## src/shared/hbc_pkg.sv

```systemverilog
// hbc_pkg: constants and types shared by the bridge chopper control
package hbc_pkg;
    // ------------------------------------------------------------
    // clock and chopping timing
    // ------------------------------------------------------------
    localparam int unsigned CLK_MHZ = 200;
    localparam int unsigned CHOP_OSC_KHZ = 1600;
    // system clock cycles per chop oscillator tick
    localparam int unsigned OSC_DIV = (CLK_MHZ * 1000) / CHOP_OSC_KHZ;
    // oscillator ticks per chopping period
    localparam int unsigned CHOP_DIV = 16;
    localparam int unsigned PHASE_W = 4;
    // dead interval between bridge states, least time, rounded up
    localparam int unsigned DEAD_NS = 50;
    localparam int unsigned CLK_PERIOD_PS = 1000000 / CLK_MHZ;
    localparam int unsigned DEAD_CYC = (DEAD_NS * 1000 + CLK_PERIOD_PS - 1) / CLK_PERIOD_PS;
    localparam int unsigned DEAD_W = 8;
    // mixed decay: fast decay from this phase to period end
    localparam logic [PHASE_W-1:0] MIX_FAST_PHASE = 4'hA;
    // auto decay: charge ending before this phase means current is falling
    localparam logic [PHASE_W-1:0] AUTO_SPLIT_PHASE = 4'h8;

    // ------------------------------------------------------------
    // decay mode field
    // ------------------------------------------------------------
    localparam logic [1:0] DECAY_MIXED = 2'h0;
    localparam logic [1:0] DECAY_SLOW = 2'h1;
    localparam logic [1:0] DECAY_FAST = 2'h2;
    localparam logic [1:0] DECAY_AUTO = 2'h3;
    localparam logic [1:0] DECAY_RESET = DECAY_MIXED;

    typedef enum logic [2:0] {
        ST_OFF,
        ST_DEAD,
        ST_CHARGE,
        ST_SLOW,
        ST_FAST
    } hbc_state_type;

    typedef struct packed {
        logic upper_switch_one;
        logic upper_switch_two;
        logic lower_switch_one;
        logic lower_switch_two;
    } hbc_bridge_type;

    localparam hbc_bridge_type BRIDGE_OFF = 4'h0;
endpackage
```

## src/rtl/hbc_chop_div.sv

```systemverilog
// hbc_chop_div: chop oscillator tick and chopping period divider
`timescale 1ns/1ps
module hbc_chop_div #(
    parameter int unsigned OSC_DIV = hbc_pkg::OSC_DIV,
    parameter int unsigned CHOP_DIV = hbc_pkg::CHOP_DIV
) (
    input wire logic clk_i,
    input wire logic rst_i,
    output logic osc_tick_o,
    output logic chop_start_o,
    output logic [hbc_pkg::PHASE_W-1:0] phase_o
);
    import hbc_pkg::*;

    logic [11:0] pre_r, pre_nxt;
    logic [PHASE_W-1:0] phase_r, phase_nxt;
    logic tick;

    always_comb begin
        tick = (pre_r == 12'(OSC_DIV - 1));
        pre_nxt = tick ? 12'h000 : pre_r + 12'h001;
        phase_nxt = phase_r;
        if (tick) begin
            phase_nxt = (phase_r == PHASE_W'(CHOP_DIV - 1)) ? '0 : phase_r + 1'b1;
        end
    end

    always_ff @(posedge clk_i) begin
        if (rst_i) begin
            pre_r <= 12'h000;
            phase_r <= '0;
        end else begin
            pre_r <= pre_nxt;
            phase_r <= phase_nxt;
        end
    end

    assign osc_tick_o = tick;
    // period start: oscillator divided by sixteen
    assign chop_start_o = tick && (phase_r == PHASE_W'(CHOP_DIV - 1));
    assign phase_o = phase_r;
endmodule

```

## src/rtl/hbc_ctrl.sv

```systemverilog
// hbc_ctrl: charge/slow/fast chopping control of one winding bridge
`timescale 1ns/1ps
module hbc_ctrl #(
    parameter int unsigned OSC_DIV = hbc_pkg::OSC_DIV
) (
    input wire logic clk_i,
    input wire logic rst_i,
    input wire logic thermal_shutdown_i,
    input wire logic overcurrent_shutdown_i,
    input wire logic sense_threshold_i,
    input wire logic [1:0] decay_mode_i,
    input wire logic dir_fwd_i,
    input wire logic standby_i,
    output hbc_pkg::hbc_bridge_type bridge_o,
    output logic error_flag_out_o,
    output logic error_flag_out_oe_o
);
    import hbc_pkg::*;

    // ------------------------------------------------------------
    // pin synchronisers
    // ------------------------------------------------------------
    logic [2:0] pin_meta_r, pin_sync_r;
    logic therm_s, ocur_s, sense_s;

    always_ff @(posedge clk_i) begin
        if (rst_i) begin
            pin_meta_r <= 3'h0;
            pin_sync_r <= 3'h0;
        end else begin
            pin_meta_r <= {thermal_shutdown_i, overcurrent_shutdown_i, sense_threshold_i};
            pin_sync_r <= pin_meta_r;
        end
    end

    assign therm_s = pin_sync_r[2];
    assign ocur_s = pin_sync_r[1];
    assign sense_s = pin_sync_r[0];

    // ------------------------------------------------------------
    // chopping period
    // ------------------------------------------------------------
    logic osc_tick, chop_start;
    logic [PHASE_W-1:0] phase;

    hbc_chop_div #(
        .OSC_DIV(OSC_DIV),
        .CHOP_DIV(CHOP_DIV)
    ) u_div (
        .clk_i(clk_i),
        .rst_i(rst_i),
        .osc_tick_o(osc_tick),
        .chop_start_o(chop_start),
        .phase_o(phase)
    );

    // ------------------------------------------------------------
    // fault latch
    // ------------------------------------------------------------
    logic fault_r, fault_nxt;

    always_comb begin
        // cleared only by standby; a new detection wins
        fault_nxt = therm_s || ocur_s || (fault_r && !standby_i);
    end

    always_ff @(posedge clk_i) begin
        if (rst_i) begin
            fault_r <= 1'b0;
        end else begin
            fault_r <= fault_nxt;
        end
    end

    assign error_flag_out_o = 1'b0;
    assign error_flag_out_oe_o = fault_r;

    // ------------------------------------------------------------
    // bridge state machine
    // ------------------------------------------------------------
    hbc_state_type st_r, st_nxt, tgt_r, tgt_nxt;
    logic [DEAD_W-1:0] dcnt_r, dcnt_nxt;
    logic dir_r, dir_nxt;
    hbc_bridge_type bridge_r, bridge_nxt;
    logic run;

    // decay state chosen by mode when charge ends
    function automatic hbc_state_type decay_pick(input logic [1:0] mode,
                                                 input logic [PHASE_W-1:0] ph);
        hbc_state_type s;
        unique case (mode)
            DECAY_SLOW: s = ST_SLOW;
            DECAY_FAST: s = ST_FAST;
            // falling target shows as charge ending early; fast follows it
            DECAY_AUTO: s = (ph < AUTO_SPLIT_PHASE) ? ST_FAST : ST_SLOW;
            DECAY_MIXED: s = (ph >= MIX_FAST_PHASE) ? ST_FAST : ST_SLOW;
        endcase
        return s;
    endfunction

    // switch pattern per state and direction
    function automatic hbc_bridge_type drive(input hbc_state_type s, input logic fwd);
        hbc_bridge_type b;
        b = BRIDGE_OFF;
        unique case (s)
            ST_CHARGE: begin
                b.upper_switch_one = fwd;
                b.lower_switch_two = fwd;
                b.upper_switch_two = !fwd;
                b.lower_switch_one = !fwd;
            end
            ST_FAST: begin
                b.upper_switch_two = fwd;
                b.lower_switch_one = fwd;
                b.upper_switch_one = !fwd;
                b.lower_switch_two = !fwd;
            end
            ST_SLOW: begin
                b.lower_switch_one = 1'b1;
                b.lower_switch_two = 1'b1;
            end
            ST_OFF, ST_DEAD: b = BRIDGE_OFF;
        endcase
        return b;
    endfunction

    assign run = !fault_r && !standby_i;

    always_comb begin
        st_nxt = st_r;
        tgt_nxt = tgt_r;
        dcnt_nxt = dcnt_r;
        unique case (st_r)
            ST_OFF: begin
                if (chop_start) begin
                    st_nxt = ST_DEAD;
                    tgt_nxt = ST_CHARGE;
                    dcnt_nxt = DEAD_W'(DEAD_CYC - 1);
                end
            end
            // all switches off before any new state
            ST_DEAD: begin
                if (chop_start) begin
                    tgt_nxt = ST_CHARGE;
                end
                if (dcnt_r == '0) begin
                    st_nxt = chop_start ? ST_CHARGE : tgt_r;
                end else begin
                    dcnt_nxt = dcnt_r - 1'b1;
                end
            end
            // boundary ignored until threshold; then decay
            ST_CHARGE: begin
                if (sense_s) begin
                    st_nxt = ST_DEAD;
                    tgt_nxt = decay_pick(decay_mode_i, phase);
                    dcnt_nxt = DEAD_W'(DEAD_CYC - 1);
                end
            end
            ST_SLOW: begin
                if (chop_start) begin
                    st_nxt = ST_DEAD;
                    tgt_nxt = ST_CHARGE;
                    dcnt_nxt = DEAD_W'(DEAD_CYC - 1);
                end else if (decay_mode_i == DECAY_MIXED && phase >= MIX_FAST_PHASE) begin
                    st_nxt = ST_DEAD;
                    tgt_nxt = ST_FAST;
                    dcnt_nxt = DEAD_W'(DEAD_CYC - 1);
                end
            end
            ST_FAST: begin
                if (chop_start) begin
                    st_nxt = ST_DEAD;
                    tgt_nxt = ST_CHARGE;
                    dcnt_nxt = DEAD_W'(DEAD_CYC - 1);
                end
            end
        endcase
        // fault or standby forces the bridge off
        if (!run) begin
            st_nxt = ST_OFF;
            tgt_nxt = ST_CHARGE;
            dcnt_nxt = '0;
        end
        // direction only changes while the bridge is dark
        dir_nxt = (st_r == ST_OFF || st_r == ST_DEAD) ? dir_fwd_i : dir_r;
        bridge_nxt = drive(st_nxt, dir_nxt);
    end

    always_ff @(posedge clk_i) begin
        if (rst_i) begin
            st_r <= ST_OFF;
            tgt_r <= ST_CHARGE;
            dcnt_r <= '0;
            dir_r <= 1'b1;
            bridge_r <= BRIDGE_OFF;
        end else begin
            st_r <= st_nxt;
            tgt_r <= tgt_nxt;
            dcnt_r <= dcnt_nxt;
            dir_r <= dir_nxt;
            bridge_r <= bridge_nxt;
        end
    end

    assign bridge_o = bridge_r;

    // ------------------------------------------------------------
    // assertions
    // ------------------------------------------------------------
    logic [PHASE_W-1:0] tick_cnt_r;

    always_ff @(posedge clk_i) begin
        if (rst_i || chop_start) begin
            tick_cnt_r <= '0;
        end else if (osc_tick) begin
            tick_cnt_r <= tick_cnt_r + 1'b1;
        end
    end

    property p_flag_fault;
        @(posedge clk_i) disable iff (rst_i)
        (therm_s || ocur_s) |=> (error_flag_out_oe_o && !error_flag_out_o);
    endproperty
    a_flag_fault: assert property (p_flag_fault) else $error("flag not low on fault");

    property p_flag_idle;
        @(posedge clk_i) disable iff (rst_i)
        (!therm_s && !ocur_s && standby_i) |=> !error_flag_out_oe_o;
    endproperty
    a_flag_idle: assert property (p_flag_idle) else $error("flag held without fault");

    property p_ext_charge;
        @(posedge clk_i) disable iff (rst_i)
        (st_r == ST_CHARGE && chop_start && !sense_s && run && !therm_s && !ocur_s)
            |=> (st_r == ST_CHARGE);
    endproperty
    a_ext_charge: assert property (p_ext_charge) else $error("charge cut at boundary");

    property p_charge_end;
        @(posedge clk_i) disable iff (rst_i)
        (st_r == ST_CHARGE && sense_s) |=> (st_r != ST_CHARGE) ##[1:12] (st_r != ST_DEAD);
    endproperty
    a_charge_end: assert property (p_charge_end) else $error("charge not ended");

    property p_fwd;
        @(posedge clk_i) disable iff (rst_i)
        (st_r == ST_CHARGE && dir_r) |-> (bridge_o == 4'h9);
    endproperty
    a_fwd: assert property (p_fwd) else $error("forward charge pattern wrong");

    property p_rev;
        @(posedge clk_i) disable iff (rst_i)
        (st_r == ST_FAST && !dir_r) |-> (bridge_o == 4'h9);
    endproperty
    a_rev: assert property (p_rev) else $error("reverse fast pattern wrong");

    property p_slow;
        @(posedge clk_i) disable iff (rst_i)
        (st_r == ST_SLOW) |-> (bridge_o == 4'h3);
    endproperty
    a_slow: assert property (p_slow) else $error("slow decay pattern wrong");

    property p_period;
        @(posedge clk_i) disable iff (rst_i)
        (chop_start && $past(chop_start, 2) == 1'b0) |-> (tick_cnt_r == 4'hF) && osc_tick;
    endproperty
    a_period: assert property (p_period) else $error("chop period not sixteen ticks");

    property p_mode_slow;
        @(posedge clk_i) disable iff (rst_i)
        (decay_mode_i == DECAY_SLOW && st_r == ST_CHARGE && sense_s && run)
            |=> (tgt_r == ST_SLOW);
    endproperty
    a_mode_slow: assert property (p_mode_slow) else $error("slow only mode broken");

    property p_fault_off;
        @(posedge clk_i) disable iff (rst_i)
        fault_r |=> (bridge_o == BRIDGE_OFF);
    endproperty
    a_fault_off: assert property (p_fault_off) else $error("bridge on under fault");

    property p_leg_safe;
        @(posedge clk_i) disable iff (rst_i)
        !(bridge_o.upper_switch_one && bridge_o.lower_switch_one)
            && !(bridge_o.upper_switch_two && bridge_o.lower_switch_two);
    endproperty
    a_leg_safe: assert property (p_leg_safe) else $error("leg shoot-through");

    property p_dead_gap;
        @(posedge clk_i) disable iff (rst_i)
        ($changed(bridge_o) && bridge_o != BRIDGE_OFF) |-> ($past(bridge_o) == BRIDGE_OFF);
    endproperty
    a_dead_gap: assert property (p_dead_gap) else $error("no dead interval");
endmodule

```

## config.mk

```make
export PLATFORM = sky130hd
export DESIGN_NAME = hbc_ctrl
export DESIGN_NICKNAME = d
export VERILOG_FILES = /design/src/shared/hbc_pkg.sv /design/src/rtl/hbc_chop_div.sv /design/src/rtl/hbc_ctrl.sv
export SDC_FILE = /design/constraint.sdc
export NUM_CORES = 1
export LEC_CHECK = 0
export BUFFER_PORTS_ARGS = -buffer_cell sky130_fd_sc_hd__buf_2
export CAP_MARGIN = 10
export CORE_UTILIZATION = 50
export CTS_CLUSTER_DIAMETER = 50
export DETAILED_ROUTE_END_ITERATION = 8
export GPL_TIMING_DRIVEN = 0
export PLACE_DENSITY = 0.74
export RECOVER_POWER = 25
export SLEW_MARGIN = 20
export SYNTH_ARGS = -nofsm -noshare
export SYNTH_HDL_FRONTEND = slang
export SYNTH_SLANG_ARGS = --single-unit
```

## constraint.sdc

```tcl
create_clock -name clk_i -period 2.47 [get_ports clk_i]
set_input_delay 0.3705 -clock clk_i [delete_from_list [all_inputs] [get_ports clk_i]]
set_output_delay 0.3705 -clock clk_i [all_outputs]
set_load 0.005 [all_outputs]
```

==> flow_summary.toml <==
[yosys]
synth_warnings = 0
syn_area_sq_um = 2056
synth_ff_type = "dfxtp_1"
synthesis.nets = 248
synth.avg_cell_area_sq_um = 8.748
syn_inst = 235
synth_seq_cells = 42
seq_area_frac_synth = 0.4090
synth_edf_count = 0
async_flop_share = 0
ys_types = 50

[sta]
fmax_mhz = 428.8
hold_viol = 0
setup_viol = 0
tns_ps = 0
relSlewSlack = 0.6625
worst_pin_slew_ps = 501.0
min_period_ps = 2332
timing.final.crit_share = 0.9442
fin_worst_skew_ps = 3.237
drv_slew = 0

[place]
io_buffer_count = 13
gp_congestion = 0.7949
placedCellCount = 296
dp.final_hpwl_um = 2621

[route]
dr.pass1.iters = 4
drc = 0
antenna_left = 0
drt-total-wl_um = 3644
wl_per_cell_um = 11.99
vias = 1593
first_iter_violations = 76
vias_per_cell = 5.240

[floorplanning]
fp.dieW_um = 66.12
start_util = 0.5412
die-area_sq_um = 4372
boundaryPins = 15
core-area_sq_um = 3799
row_count = 22
die_h_um = 66.12

[critical_path]
setup.worst_path.class = "register to register"
cp-start-kind = "register"
required_ps = 2650
critical_path.max_fanout = 10
setup.worst_path.end_class = "register"
cp.arrival_ps = 2510

[clock_tree]
clkTransAtPathRegs_ps = 80
clk_latency_ps = 290
clock-sinks = 42
post_cts_buffers = 0
clockBufferDepth = 2
htree_levels = 2
cts-root-buf = "clkbuf_8"
cts_tree = "yes"
cts_buffers = 5
ctsHoldBuffers = 0

[min_path]
hp-class = "input port to register"

[global_route]
track_usage = 0.1861
grt_overflow = 0
grt_start_max_net_pins = 15
grt_pass1_wl_um = 6223
grt_antenna_before_repair = 0
grt_pass1_vias = 1453

[finish]
finalNetCount = 268
fillCellCount = 345
diodes = 0
syn_to_final_growth_pct = 11.69
layout.cells.non_filler = 304
drive_above_1_share = 0.1914

[power]
powerDensity_nw_per_um2 = 558.7
cellLeakagePower_uw = 0.0009612
peakVddDrop_mv = 0.4510

[run_status]
status = "completed"

[job]
maxCapViolCount = 0
-- cell usage after synthesis, types with 2 or more instances --
cell      instances  area share
dfxtp_1          42        0.41
nor2_1           36       0.066
nand2_1          12       0.022
a21oi_1          10       0.024
inv_1            10       0.018
xnor2_1          10       0.043
nor3_1            9       0.022
xor2_1            9       0.038
nand2b_1          8       0.024
nor2b_1           8       0.024
buf_6             6       0.033
nand3_1           6       0.015
o21ai_0           6       0.015
and3_2            5       0.018
or3_1             5       0.015
ha_1              4       0.024
and3_1            3      0.0091
nor3b_1           3       0.011
nor4_1            3      0.0091
o22ai_1           3      0.0091
a22oi_1           2      0.0073
clkbuf_1          2      0.0037
mux2i_1           2      0.0097
nand4_1           2      0.0061
o21ai_2           2      0.0085
o31ai_1           2      0.0073
or2_2             2      0.0061
-- metal layers --
| layer | GRT usage | vias to the layer above | wire (um) |
|---|---|---|---|
| met5 | 0 | - | 0 |
| li1 | - | 838 | - |
| met4 | 0.04787 | 0 | 35 |
| met2 | 0.3023 | 22 | 1729 |
| met1 | 0.2413 | 729 | 1759 |
| met3 | 0.05172 | 4 | 120 |
-- area by class of cell --
class                      count  area (sq um)  area share
clock buffer                   5         68.82     0.02997
tap                           48         60.06     0.02616
timing repair buffer          13         63.81     0.02779
sequential                    42         845.8      0.3684
buffer                        10         82.58     0.03597
multi-input combinational    173          1092      0.4758
inverter                      10         37.54     0.01635
clock inverter                 3         45.04     0.01962
-- power by group --
part           switching (uW)  total (uW)  leakage, uW  internal [uW]
logic                    28.4        49.8     0.000569           21.4
registers                8.25         695     0.000341            687
clock network             237         537    0.0000504            300
total                     274        1280     0.000961           1010
-- through the flow --
stage / area [sq um] / utilization / hold WS [ps] / setup slack, ps / power (uW)
floorplan: 2056 / - / 413.8 / 234.7 / 743.4
global placement: 2181 / 0.5741 / 415.9 / 126.4 / 761.0
detailed placement: 2181 / 0.5741 / 434.9 / 92.75 / 762.8
CTS: 2295 / 0.6041 / 282.8 / 77.14 / 1300
global route: 2296 / 0.6044 / 282.8 / -1.504 / 1332
finish: 2296 / 0.6044 / 285.5 / 137.8 / 1283
-- worst paths after layout --
kind	to	slack, ps	cells after the start	start
setup / recovery	bridge_o[0]	140	9	u_div.phase_o[0]
hold / removal	pin_meta_r[0]	290	2	sense_threshold_i
setup reg to reg	bridge_o[0]	140	9	u_div.phase_o[0]
hold reg to reg	pin_sync_r[1]	450	1	pin_meta_r[1]
-- cell families after synthesis --
| group | synth area share |
|---|---|
| mux | 0.01522 |
| flops | 0.4090 |
| xor+xnor | 0.08095 |
| buf+inv | 0.06209 |
| simple gates | 0.3001 |
| other cells | 0.001824 |
| fa+ha+maj | 0.02435 |
| compound gates | 0.1065 |
-- layout by cell type (no fill, tap or decap), drive strengths merged, types with 2 or more instances in the layout --
| cell | count |
|---|---|
| nor3 | 10 |
| and2 | 2 |
| clkbuf | 10 |
| nand2b | 8 |
| nor2b | 8 |
| nor2 | 36 |
| nor4 | 4 |
| xor2 | 9 |
| buf | 18 |
| o31ai | 2 |
| nand4 | 2 |
| and4 | 2 |
| nor3b | 3 |
| o22ai | 3 |
| dfxtp | 42 |
| or2 | 2 |
| xnor2 | 10 |
| or3 | 5 |
| or2b | 2 |
| ha | 4 |
| o21ai | 8 |
| nand3 | 6 |
| mux2i | 2 |
| clkinvlp | 2 |
| a22oi | 2 |
| a21oi | 11 |
| nand2 | 12 |
| inv | 10 |
| and3 | 8 |
-- sequential cells by signal, summed over array words and instances, names as in the netlist --
name and flops:
error_flag_out_oe_o 1, pin_meta_r 3, tgt_r 3, dcnt_r 8, u_div.phase_o 4, st_r 3, dir_r 1, u_div.pre_r 12
pin_sync_r 3, bridge_o 4
-- worst max-delay path, cell delays in order, from the launching register on --
cell and delay, ps:
dfxtp_1 350, ha_1 220, and3_2 220, and4_1 190
buf_6 140, or3_1 350, a32o_2 310, and2_2 200
o21ai_0 160, a31oi_1 90
-- repair_timing --
| item | in CTS | in global routing |
|---|---|---|
| hold endpoints to repair | 0 | 0 |
| setup endpoints to repair | 0 | 4 |
| gates resized for setup | 0 | 4 |
Power figures use the tool's default switching activity.
